==> src/rtl/pst_pkg.sv <==
// Summary of operation
// - test one pulses six switches singly
// - current above peak plus ten percent: short to a rail
// - short to a rail halts test one
// - codes 0101..0103 for shorts to negative rail
// - codes 0104..0106 for shorts to positive rail
// - codes 0114..0116 for soft positive shorts
// - operator stop ends with code 0001
// - permanent fault: code 0002, no test
// - missing torque-off enable: code 0003
// - current at start: code 0010
// - internal failure reports internal error code
// - test two drives both polarities per branch
// - test two target is quarter peak
// - voltage capped; unreachable target reports the branch under test open
// - open codes 0201..0206
// - short cutoff codes 0211..0216
// - earth cutoff codes 0221..0226
// - dc-link rise codes 0231..0236
// - status word shows message and pass codes, not the step in progress
package pst_pkg;
    typedef enum logic [3:0] {
        PST_IDLE  = 4'h0,
        PST_CHECK = 4'h1,
        PST_PULSE = 4'h3,
        PST_EVAL  = 4'h2,
        PST_NEXT  = 4'h6,
        PST_HALT  = 4'h7,
        PST_DONE  = 4'h5
    } pst_state_type;

    localparam logic [15:0] PST_MSG_NONE   = 16'h0000;
    localparam logic [15:0] PST_MSG_STOP   = 16'h0001;
    localparam logic [15:0] PST_MSG_PERM   = 16'h0002;
    localparam logic [15:0] PST_MSG_STO    = 16'h0003;
    localparam logic [15:0] PST_MSG_PRECUR = 16'h0010;
    localparam logic [15:0] PST_MSG_T1_N   = 16'h0101;
    localparam logic [15:0] PST_MSG_T1_P   = 16'h0104;
    localparam logic [15:0] PST_MSG_T1_SP  = 16'h0114;
    localparam logic [15:0] PST_MSG_OPEN   = 16'h0201;
    localparam logic [15:0] PST_MSG_SHORT  = 16'h0211;
    localparam logic [15:0] PST_MSG_EARTH  = 16'h0221;
    localparam logic [15:0] PST_MSG_SOFT   = 16'h0231;
    localparam logic [15:0] PST_MSG_NEG    = 16'h0003;
    localparam logic [15:0] PST_MSG_INT    = 16'hfe41;
    localparam logic [15:0] PST_MSG_PASS1  = 16'h0f01;
    localparam logic [15:0] PST_MSG_PASS2  = 16'h0f02;

    localparam int          PST_PULSE_NS   = 10000;
    localparam int          PST_CLK_NS     = 10;
    localparam int          PST_PULSE_CYC  = (PST_PULSE_NS + PST_CLK_NS - 1) / PST_CLK_NS;
    localparam int          PST_SETTLE_NS  = 1000;
    localparam int          PST_SETTLE_CYC = (PST_SETTLE_NS + PST_CLK_NS - 1) / PST_CLK_NS;
    localparam logic [2:0]  PST_STEP_RST   = 3'h0;
    localparam logic [2:0]  PST_STEPS      = 3'h6;
    localparam logic [7:0]  PST_OVER_NUM   = 8'h6e;
    localparam logic [7:0]  PST_QUART_DIV  = 8'h02;
endpackage

==> src/rtl/pst_step_timer.sv <==
`timescale 1ns/10ps
module pst_step_timer
    import pst_pkg::*;
#(
    parameter int WIDTH = 16
)(
    input  wire logic             i_clk,
    input  wire logic             i_rst_n,
    input  wire logic             i_load,
    input  wire logic [WIDTH-1:0] i_count,
    output logic                  o_busy,
    output logic                  o_done
);
    logic [WIDTH-1:0] cnt_q;
    logic [WIDTH-1:0] cnt_d;
    logic             done_q;
    logic             done_d;

    always_comb
    begin
        cnt_d  = cnt_q;
        done_d = 1'b0;
        if (i_load)
        begin
            cnt_d = i_count;
        end
        else if (cnt_q != '0)
        begin
            cnt_d  = cnt_q - 1'b1;
            done_d = (cnt_q == {{(WIDTH-1){1'b0}}, 1'b1});
        end
    end

    always_ff @(posedge i_clk)
    begin
        if (!i_rst_n)
        begin
            cnt_q  <= '0;
            done_q <= 1'b0;
        end
        else
        begin
            cnt_q  <= cnt_d;
            done_q <= done_d;
        end
    end

    assign o_busy = (cnt_q != '0);
    assign o_done = done_q;
endmodule

==> config.mk <==
export PLATFORM = sky130hd
export DESIGN_NAME = pst_step_timer
export DESIGN_NICKNAME = d
export VERILOG_FILES = /design/src/rtl/pst_pkg.sv /design/src/rtl/pst_step_timer.sv
export SDC_FILE = /design/constraint.sdc
export NUM_CORES = 1
export LEC_CHECK = 0
export BUFFER_PORTS_ARGS = -buffer_cell sky130_fd_sc_hd__buf_2
export CAP_MARGIN = 10
export CORE_ASPECT_RATIO = 1.4
export CORE_UTILIZATION = 35
export DETAILED_ROUTE_END_ITERATION = 10
export PLACE_DENSITY = 0.56
export SKIP_LAST_GASP = 1
export SLEW_MARGIN = 10
export SYNTH_ARGS = -nofsm -noshare
export SYNTH_HDL_FRONTEND = slang
export SYNTH_SLANG_ARGS = --single-unit
==> constraint.sdc <==
create_clock -name i_clk -period 4.8 [get_ports i_clk]
set_clock_uncertainty 0.1 [all_clocks]
set_input_delay 0.96 -clock i_clk [delete_from_list [all_inputs] [get_ports i_clk]]
set_output_delay 0.96 -clock i_clk [all_outputs]
set_load 0.02 [all_outputs]
---- Word level (Yosys, flattened, before mapping) ----
Cells that the tools add are included.
word-level totals
  register bits after elaboration ......... 17
  bits of input ports ..................... 19
  output and inout port bits .............. 2
  word-level logic and storage cells ...... 11
operators by class
  add/subtract/negate cells ............... 1
  equality and inequality tests ........... 1
  multiplexer cells ....................... 2
  bitwise gates (word level) .............. 2
  reduce and logical (&&, ||, !) cells .... 3
operators with widths
  cell                   number
  $mux 16                2
  $eq 16x1->1 const B    1
  $reduce_bool 16->1     1
  $sub 16x1->16 const B  1
  $reduce_or 3->1        1
  $not 1->1              2
  $reduce_bool 2->1      1

---- Longest topological paths before layout ----
Gate-level depths: netlist of the first run.
  word-level depth ........................ 3
  depth in mapped cells ................... 6
  depth with buffers taken out ............ 6

---- Worst setup path after synthesis of the first run ----
Ideal clock, no wire load.
  kind .................................... register -> output
  from .................................... register cnt_q[0]
  to ...................................... output o_busy
  arrival time ............................ 1.328 ns
  data required time ...................... 3.740 ns
  setup slack ............................. 2.412 ns
  stages on the path, launching flop included .. 5
  path buffers ............................ 0
  cell sequence ........................... dfxtp_1 > inv_1 > ha_1 > nor3b_2 > nand4_2
between the ends
  cells in the longest elaborated chain, start to end .. 1
RTL lines
  item                    line                  text
  from (decl)             pst_step_timer.sv:14  logic [WIDTH-1:0] cnt_q;
  from (signal assigned)  pst_step_timer.sv:43  cnt_q <= cnt_d;
  $reduce_bool 16->1      pst_step_timer.sv:48  assign o_busy = (cnt_q != '0);
  to (decl)               pst_step_timer.sv:11  output logic o_busy,
Every way passes these cells.

---- Final worst setup path of the first run ----
Same ends and word-level chain as after synthesis.

==> key figures, run 1 <==
Cells and area
  • Final Core Density: 44.3%
  • Nets: 153
  • Final std cells w/o fill: approximately 170
  • N_diodes: 0
  • Area growth syn-to-layout: 16.0%
  • Share of cells above drive strength 1: roughly a quarter

STA
  • Slew headroom: just over 60%
  • Final min period: between 3000 and 4000 ps
  • RSZ-0062 raised after global routing: false
  • Tightest Pin Transition: 584 ps
  • Hold Fails Final Rpt: 0
  • Setup violators final: 0
  • Post-route clock period utilization: around 64%
  • Fin Setup TNS: 0 ps
  • Fmax: ~330 MHz
  • Max-slew violation count: 0

Clocking
  • CTS tree: yes
  • CTS buffer count: 3
  • Hold buffers post-CTS: 0
  • Post_cts resized: 0
  • CTS Buffer Depth: 2
  • CTS clk-pin slew, worst paths: 100 ps
  • Root Driver: clkbuf_4
  • # Post-CTS Setup Buffers: 0
  • Clk sink count: 17
  • Clk Latency, worst-skew pair: between 200 and 300 ps
  • H-tree depth: 1

Synthesis
  • Post-synthesis sequential area ratio: a little over a third
  • Syn Area/Cell: 8.50 sq um
  • Top_reg_cell synth: dfxtp_1
  • Ys async rst share: 0%
  • Yosys warns: 0
  • EDFF count, synth: 0
  • Post-Syn Area: ~940 sq um
  • Synth Register Bits: 17
  • Cells after Synth: 111
  • Post-synth net total: 132
  • Synth unique cells: 38

Floorplan
  • Die Area: approximately 2900 sq um
  • Die Span Y: around 63 um
  • IO Pins: 21
  • Std-Cell Rows: 21
  • Die X: approximately 46 um
  • Initial core utilization: between 30% and 40%
  • Core ar.: 2470 sq um

Place
  • Hpwl dp: 1.57 mm
  • Gpl congestion: between 0.7 and 0.8
  • Port-buffer cells: 20
  • Placed cells: between 150 and 200

Routing
  • Top Layer Used: met4
  • Average wire per standard cell: 12.2 um
  • WL met3: 84 um
  • Vias: a little under 900
  • Metal2 WL: approximately 980 um
  • Initial DRC count: 36
  • Routed Antenna Nets: 0
  • Pre-antenna DRT Iters: 4
  • Average via count per standard cell: between 5 and 6
  • Wl on met1: between 800 and 900 um
  • # DRC: 0
  • Post-Route WL: 2.01 mm

Critical path
  • CP max FO: 8
  • CP Launch Type: flip-flop
  • Worst path required time: 3740 ps
  • R2R setup slack: 2810 ps
  • FF-to-FF path depth: 6
  • Worst EP arrival: 2000 ps
  • Crit. End Element: primary output
  • FF-to-FF Start: cnt_q[0]$_SDFFE_PN0P_
  • CP Class: reg2out
  • Worst r2r dst: cnt_q[14]$_SDFFE_PN0P_

GRT
  • Remaining Overflow, GRT: 0
  • Largest net degree at the start of global routing: 13
  • Initial antenna violation count: 0
  • Gr usage total: between 10% and 20%
  • First-pass GRT wire length: 3.55 mm
  • Vias in the first global route: between 800 and 900

Job
  • Max_cap viols: 0

Hold path
  • Number of cells on the worst hold path: 2
  • Min-delay src: cnt_q[15]$_SDFFE_PN0P_
  • Worst Hold Path EP: cnt_q[15]$_SDFFE_PN0P_
  • Hold WC Path Type: reg2reg

Power
  • Maximum resistive drop on vdd: around 0.00015 V
  • Leak: just over 0.4 nW
  • PwrDens: 307 nW/um^2

Run status
  • Status: finished, final reports clean
per-layer routing:
layer / vias to the layer above / track usage (%)
met5: - / 0
met4: 0 / 8.82
met3: 5 / 2.58
met1: 396 / 19.5
li1: 444 / -
met2: 23 / 27.3
worst max-delay path by stage:
stage	startpoint	endpoint	slack, ps	cells past startpoint
6_report	cnt_q[0]$_SDFFE_PN0P_	o_busy	1740	5
5_1_grt	cnt_q[0]$_SDFFE_PN0P_	o_busy	1600	5
4_1_cts	cnt_q[0]$_SDFFE_PN0P_	o_busy	1740	5
3_5_place_dp	cnt_q[0]$_SDFFE_PN0P_	o_busy	2090	5
3_3_place_gp	cnt_q[0]$_SDFFE_PN0P_	o_busy	2140	5
2_1_floorplan	cnt_q[0]$_SDFFE_PN0P_	o_busy	2410	4
stage by stage:
step | setup WS, ps | cell area, sq um | power (mW) | hold slack (ps)
floorplan | 2410 | 943 | 0.241 | 364
global placement | 2140 | 1070 | 0.263 | 391
detailed placement | 2090 | 1070 | 0.265 | 390
CTS | 1740 | 1090 | 0.341 | 402
global route | 1600 | 1090 | 0.361 | 445
finish | 1740 | 1090 | 0.337 | 400
sequential cells by signal (all words and copies together), names as in the netlist:
register  cells
cnt_q        16
o_done        1
area by class of cell:
cell class / count / area (sq um)
fillers: 285 / 1380
inverters: 3 / 11.3
clock buffers: 4 / 26.3
repair buffers: 20 / 100
well taps: 34 / 42.5
flip-flops and latches: 17 / 340
multi-input cells: 87 / 574
layout by cell type, fill, tap and decap left out, types with 3 or more instances in the layout:
cell	instances
buf_2	20
dfxtp_1	17
nand2_1	14
o21ai_0	10
nor2_1	8
nand3_1	6
xor2_1	5
xnor2_1	4
inv_1	3
clkbuf_4	3
synthesized netlist by cell type, drive strengths merged, types with 3 or more instances:
library cell / n / area, sq um
nand2: 15 / 63.8
xnor2: 4 / 35.0
o21ai: 12 / 60.1
xor2: 5 / 43.8
nand4: 3 / 25.0
nor2: 8 / 30.0
nor4: 4 / 46.3
dfxtp: 17 / 340
inv: 3 / 11.3
nand3: 7 / 40.0
buf: 3 / 13.8
cell families (layout without fill, tap and decap cells):
kind of cell	count (synthesis)	count (layout)	share of synthesized area (%)
AND/OR/NAND/NOR	51	51	33.3
adder cells (fa/ha/maj)	2	2	2.65
buffers and inverters	7	27	3.05
XOR/XNOR	9	9	8.35
AO/OA/AOI/OAI	25	25	16.6
flip-flops	17	17	36.1
worst max-delay path: stages, from the launching register on:
cell,delay (ps)
dfxtp_1,370
inv_1,100
ha_1,210
nor3b_2,450
nand4_2,320
buf_2,260
report_power, final:
part,leakage (nW),switching (mW),total [mW],internal (mW)
registers,0.141,0.0182,0.172,0.154
clock network,0.0150,0.0429,0.0752,0.0323
logic,0.259,0.0477,0.0889,0.0412
total,0.415,0.109,0.337,0.228
Power figures use the tool's default switching activity.
==> inputs of run 2 (changes only) <==
- ABC_AREA: unset -> 1
- clock period: 4.8 -> 2.47 ns (I/O delays scaled with it)
==> run 2 against run 1 <==
- first-iteration DRC count shrank 44%
- largest power group unchanged
- highest routed layer unchanged
- critical path depth is 3 higher
- flip-flop and latch count unchanged
- global-route usage grew 1.1 points
- die area up 24%
- clock-buffer cell count stayed put
- combinational power rose to 2.8 times the previous value
- sequential share of layout area fell by 6.1 points
- clock power grew to 2.8 times the previous value
==> key figures, run 2 <==
GRT
  • Remaining Overflow, GRT: 0
  • Vias in the first global route: 1142
  • Initial antenna violation count: 0
  • Gr usage total: between 10% and 20%
  • Largest net degree at the start of global routing: 20
  • First-pass GRT wire length: between 4 and 5 mm

Routing
  • Average wire per standard cell: 11.3 um
  • Vias: 1206
  • Initial DRC count: 20
  • Average via count per standard cell: 4.86
  • Pre-antenna DRT Iters: 4
  • # DRC: 0
  • Post-Route WL: around 2.8 mm
  • Routed Antenna Nets: 0

Floorplan
  • Initial core utilization: approximately 37%
  • Die X: 51.0 um
  • Std-Cell Rows: 24
  • Core ar.: around 3200 sq um
  • IO Pins: 21
  • Die Area: between 3000 and 4000 sq um
  • Die Span Y: 70.7 um

Clocking
  • Hold buffers post-CTS: 0
  • CTS Buffer Depth: 2
  • CTS clk-pin slew, worst paths: approximately 70 ps
  • CTS tree: yes
  • CTS buffer count: 3
  • H-tree depth: 1
  • Clk Latency, worst-skew pair: 250 ps
  • Root Driver: clkbuf_8
  • Clk sink count: 17
  • # Post-CTS Setup Buffers: 0
  • Post_cts resized: 0

STA
  • Slew headroom: around 62%
  • Fin Setup TNS: 0 ps
  • Final min period: 2280 ps
  • Post-route clock period utilization: between 90% and 100%
  • Setup violators final: 0
  • RSZ-0062 raised after global routing: false
  • Fmax: ~440 MHz
  • Tightest Pin Transition: roughly 560 ps
  • Hold Fails Final Rpt: 0
  • Max-slew violation count: 0

Synthesis
  • Post-synth net total: approximately 210
  • Leading area contributor after synthesis: dfxtp_1
  • Synth unique cells: 24
  • Syn Area/Cell: 6.27 sq um
  • Post-synthesis sequential area ratio: 28.9%
  • Synth Register Bits: 17
  • EDFF count, synth: 0
  • Top_reg_cell synth: dfxtp_1
  • Yosys warns: 0
  • Post-Syn Area: 1180 sq um
  • Area contributors post-synth: dfxtp_1 29%, nand2_1 20%, nand3_1 8.9%
  • Ys async rst share: 0%
  • Cells after Synth: about 190
  • Synth top area share: between 20% and 30%
  • Top-count cell post-synth: nand2_1
  • Synth cell count leaders: 63 x nand2_1, 26 x nor2_1, 21 x nand3_1

Hold path
  • Min-delay src: i_count[14]
  • Hold WC Path Type: in2reg
  • Worst Hold Path EP: cnt_q[14]$_SDFFE_PN0P_
  • Number of cells on the worst hold path: 3

Critical path
  • R2R setup slack: between 800 and 900 ps
  • Worst EP arrival: about 1700 ps
  • FF-to-FF Start: cnt_q[0]$_SDFFE_PN0P_
  • Worst r2r dst: cnt_q[8]$_SDFFE_PN0P_
  • Crit. End Element: primary output
  • CP Launch Type: flip-flop
  • FF-to-FF path depth: 9
  • CP max FO: 10
  • CP Class: reg2out
  • Worst path required time: between 1500 and 2000 ps

Cells and area
  • Nets: 231
  • Register area: between 300 and 400 sq um
  • Max FFs per register: 16
  • Area growth syn-to-layout: 15.6%
  • Area of the multi-input gates: around 760 sq um
  • Share of cells above drive strength 1: about a fifth
  • Final std cells w/o fill: 248
  • Most flops, register: cnt_q
  • N_diodes: 0
  • FILL cells: about 340
  • Most frequent cells in the layout: 63 x nand2_1, 26 x nor2_1, 21 x nand3_1
  • Most common cell after layout, fill and taps aside: nand2_1

Power
  • PwrDens: approximately 580 nW/um^2
  • Leak: around 0.67 nW
  • Maximum resistive drop on vdd: between 0.0003 and 0.0004 V

Place
  • Gpl congestion: about 0.90
  • Port-buffer cells: 20
  • Hpwl dp: between 2 and 2.5 mm
  • Placed cells: roughly 240

Job
  • Max_cap viols: 0

Run status
  • Status: finished, final reports clean
run 2: worst max-delay path by stage:
stage | end | slack [ps] | from
final | o_busy | 190 | cnt_q[0]$_SDFFE_PN0P_
after global routing | o_busy | 10 | cnt_q[0]$_SDFFE_PN0P_
after CTS | o_busy | 180 | cnt_q[0]$_SDFFE_PN0P_
after detailed placement | o_busy | 460 | cnt_q[0]$_SDFFE_PN0P_
after global placement | o_busy | 530 | cnt_q[0]$_SDFFE_PN0P_
after floorplan | o_busy | 660 | cnt_q[0]$_SDFFE_PN0P_
run 2: logic make-up (layout without fill, tap and decap cells):
kind of cell	after synthesis	count (layout)	synth area share, %
DFF	17	17	28.9
adders and majority gates	2	2	2.12
buffers and inverters	21	42	6.90
AOI/OAI and AO/OA	15	15	6.37
xor gates and xnor gates	2	2	1.49
and+or+nand+nor	131	131	54.2
run 2: metal layers:
layer | vias up | wire [um] | track usage, %
li1 | 644 | - | -
met1 | 522 | 1240 | 21.4
met2 | 31 | 1370 | 29.4
met3 | 9 | 92 | 1.94
met4 | 0 | 106 | 10.5
met5 | - | 0 | 0
run 2: where the power goes:
group	switching (mW)	internal, mW	total, mW
clock network	0.0951	0.115	0.210
logic	0.160	0.0919	0.252
registers	0.0285	0.297	0.326
total	0.284	0.504	0.787
run 2: worst max-delay path, cell delays in order (launching register included):
cell and delay, ps:
dfxtp_1 350, inv_1 110, ha_1 190, nand2_2 110
nor2_8 220, nand2_2 70, nor3_1 140, nand2_1 60
buf_2 160
run 2: through the flow:
stage | hold slack [ps] | util, % | worst slack (ps) | instance area, sq um | power (mW)
after detailed placement | 398 | 41.8 | 461 | 1320 | 0.585
after CTS | 391 | 43.2 | 178 | 1360 | 0.792
after global placement | 396 | 41.8 | 532 | 1320 | 0.581
after floorplan | 378 | - | 656 | 1180 | 0.525
after global routing | 403 | 43.2 | 10.2 | 1360 | 0.841
final | 392 | 43.2 | 187 | 1360 | 0.787
run 2: final cells by class:
type / count / area share (%)
clock buffer: 4 / 3.31
timing repair buffer: 21 / 7.90
inverter: 17 / 4.68
multi-input combinational: 150 / 55.6
sequential: 17 / 25.0
tap: 39 / 3.58
==> inputs of run 3 (changes only) <==
- REMOVE_ABC_BUFFERS: unset -> 1
==> run 3 against run 2 <==
- non-clock buffer count stayed put
- cell area did not move
- sequential power about the same
- via count did not move
- cell count is the same
- worst hold slack got worse by 11 ps
- core utilization is the same
- largest cell class unchanged
- worst setup slack improved by 11 ps
- highest routed layer unchanged
- clock-buffer cell count unchanged
- sequential share of layout area did not move
- largest power group unchanged
- first-iteration DRC count stayed put
- global-route usage up 0.84 points
==> key figures, run 3 (synthesis gave the netlist of run 2 again) <==
Run status
  • Status: finished, final reports clean

STA
  • Tightest Pin Transition: 537 ps
  • Fin Setup TNS: 0 ps
  • Slew headroom: 64.2%
  • Final min period: ~2300 ps
  • Post-route clock period utilization: approximately nine tenths
  • Worst hold margin: approximately 380 ps
  • RSZ-0062 raised after global routing: false
  • Fmax: roughly 440 MHz
  • Hold Fails Final Rpt: 0
  • Setup violators final: 0
  • Max-slew violation count: 0

Cells and area
  • Nets: between 200 and 250
  • N_diodes: 0
  • Most frequent cells in the layout: 63 x nand2_1, 26 x nor2_1, 21 x nand3_1
  • Max FFs per register: 16
  • Share of cells above drive strength 1: approximately a fifth
  • Final instance area: 1360 sq um
  • FILL cells: around 370
  • Most flops, register: cnt_q
  • Most common cell after layout, fill and taps aside: nand2_1
  • Final Core Density: between 40% and 50%
  • Area growth syn-to-layout: 15.6%
  • Final std cells w/o fill: around 250

Critical path
  • CP max FO: 10
  • Worst EP arrival: between 1500 and 2000 ps
  • CP Class: reg2out
  • Worst path required time: between 1500 and 2000 ps
  • CP Launch Type: flip-flop
  • R2R setup slack: between 800 and 900 ps
  • Crit path top cell by count: nand2_2
  • Crit. End Element: primary output
  • Crit-path max cell delay: about 340 ps
  • Critical-path top delay cell: dfxtp_1
  • Crit-path cells: inv_1 > ha_1 > nand2_2 > nor2_8 > nand2_2 > nor3_1 > nand2_1 > buf_2

Clocking
  • Post_cts resized: 0
  • Clk Latency, worst-skew pair: around 250 ps
  • CTS buffer count: 3
  • CTS clk-pin slew, worst paths: 70 ps
  • CTS tree: yes
  • H-tree depth: 1
  • Hold buffers post-CTS: 0
  • CTS Buffer Depth: 2
  • Clk sink count: 17
  • Root Driver: clkbuf_8
  • # Post-CTS Setup Buffers: 0

Power
  • PwrDens: ~580 nW/um^2
  • Leak: roughly 0.67 nW
  • Maximum resistive drop on vdd: about 0.00030 V

Floorplan
  • Die Area: ~3600 sq um
  • Std-Cell Rows: 24
  • Die Span Y: approximately 71 um
  • Die X: around 51 um
  • IO Pins: 21
  • Initial core utilization: approximately 37%
  • Core ar.: between 3000 and 4000 sq um

Routing
  • # DRC: 0
  • Vias: roughly 1200
  • Pre-antenna DRT Iters: 4
  • Routed Antenna Nets: 0
  • Average via count per standard cell: between 4 and 5
  • Post-Route WL: around 2.9 mm
  • Initial DRC count: 20
  • Average wire per standard cell: about 12 um

Place
  • Hpwl dp: 2.15 mm
  • Port-buffer cells: 20
  • Placed cell areas: about 1300 sq um
  • Placed cells: 244
  • Gpl congestion: between 0.8 and 0.9

GRT
  • First-pass GRT wire length: ~5.1 mm
  • Largest net degree at the start of global routing: 20
  • Remaining Overflow, GRT: 0
  • Vias in the first global route: 1170
  • Gr usage total: a little under a fifth
  • Initial antenna violation count: 0

Job
  • Max_cap viols: 0

Hold path
  • Hold WC Path Type: in2reg
## run 3: cell counts in the layout (fill, tap and decap cells not counted)
No cell type changed its count.
## run 3: cell type report
type | instances | area, sq um | share of cell area (%)
sequential | 17 | 340 | 25.0
timing repair buffer | 21 | 108 | 7.90
tap | 39 | 48.8 | 3.58
inverter | 17 | 63.8 | 4.68
clock buffer | 4 | 45.0 | 3.31
multi-input combinational | 150 | 757 | 55.6
## run 3: where the power goes
group          switching, mW  internal [mW]
Combinational          0.159         0.0916
Clock                 0.0995          0.115
Sequential            0.0280          0.297
## run 3: layer usage
layer | vias up | global-route usage (%) | part of all wire, %
met4 | 0 | 10.2 | 2.8
met5 | - | 0 | 0
li1 | 642 | - | -
met2 | 31 | 31.3 | 49
met1 | 523 | 21.8 | 44
met3 | 10 | 2.80 | 3.7
## run 3: critical path: cells and delay by family (launching register included)
| family | cells | cell delay, ps |
|---|---|---|
| adder cells (fa/ha/maj) | 1 | 210 |
| buffers and inverters | 2 | 270 |
| flip-flops | 1 | 340 |
| AND/OR/NAND/NOR | 5 | 600 |
## run 3: per-stage QoR
step	power, mW	setup WS (ps)
2_1_floorplan	0.520	656
3_3_place_gp	0.580	531
3_5_place_dp	0.583	480
4_1_cts	0.798	192
5_1_grt	0.849	20.9
6_report	0.790	198
## run 3: worst paths after layout
kind                          start                      to  cells after the start
max           cnt_q[0]$_SDFFE_PN0P_                  o_busy                      8
min                     i_count[14]  cnt_q[14]$_SDFFE_PN0P_                      3
max reg2reg  cnt_q[10]$_SDFFE_PN0P_   cnt_q[3]$_SDFFE_PN0P_                      8
min reg2reg   cnt_q[1]$_SDFFE_PN0P_   cnt_q[1]$_SDFFE_PN0P_                      2
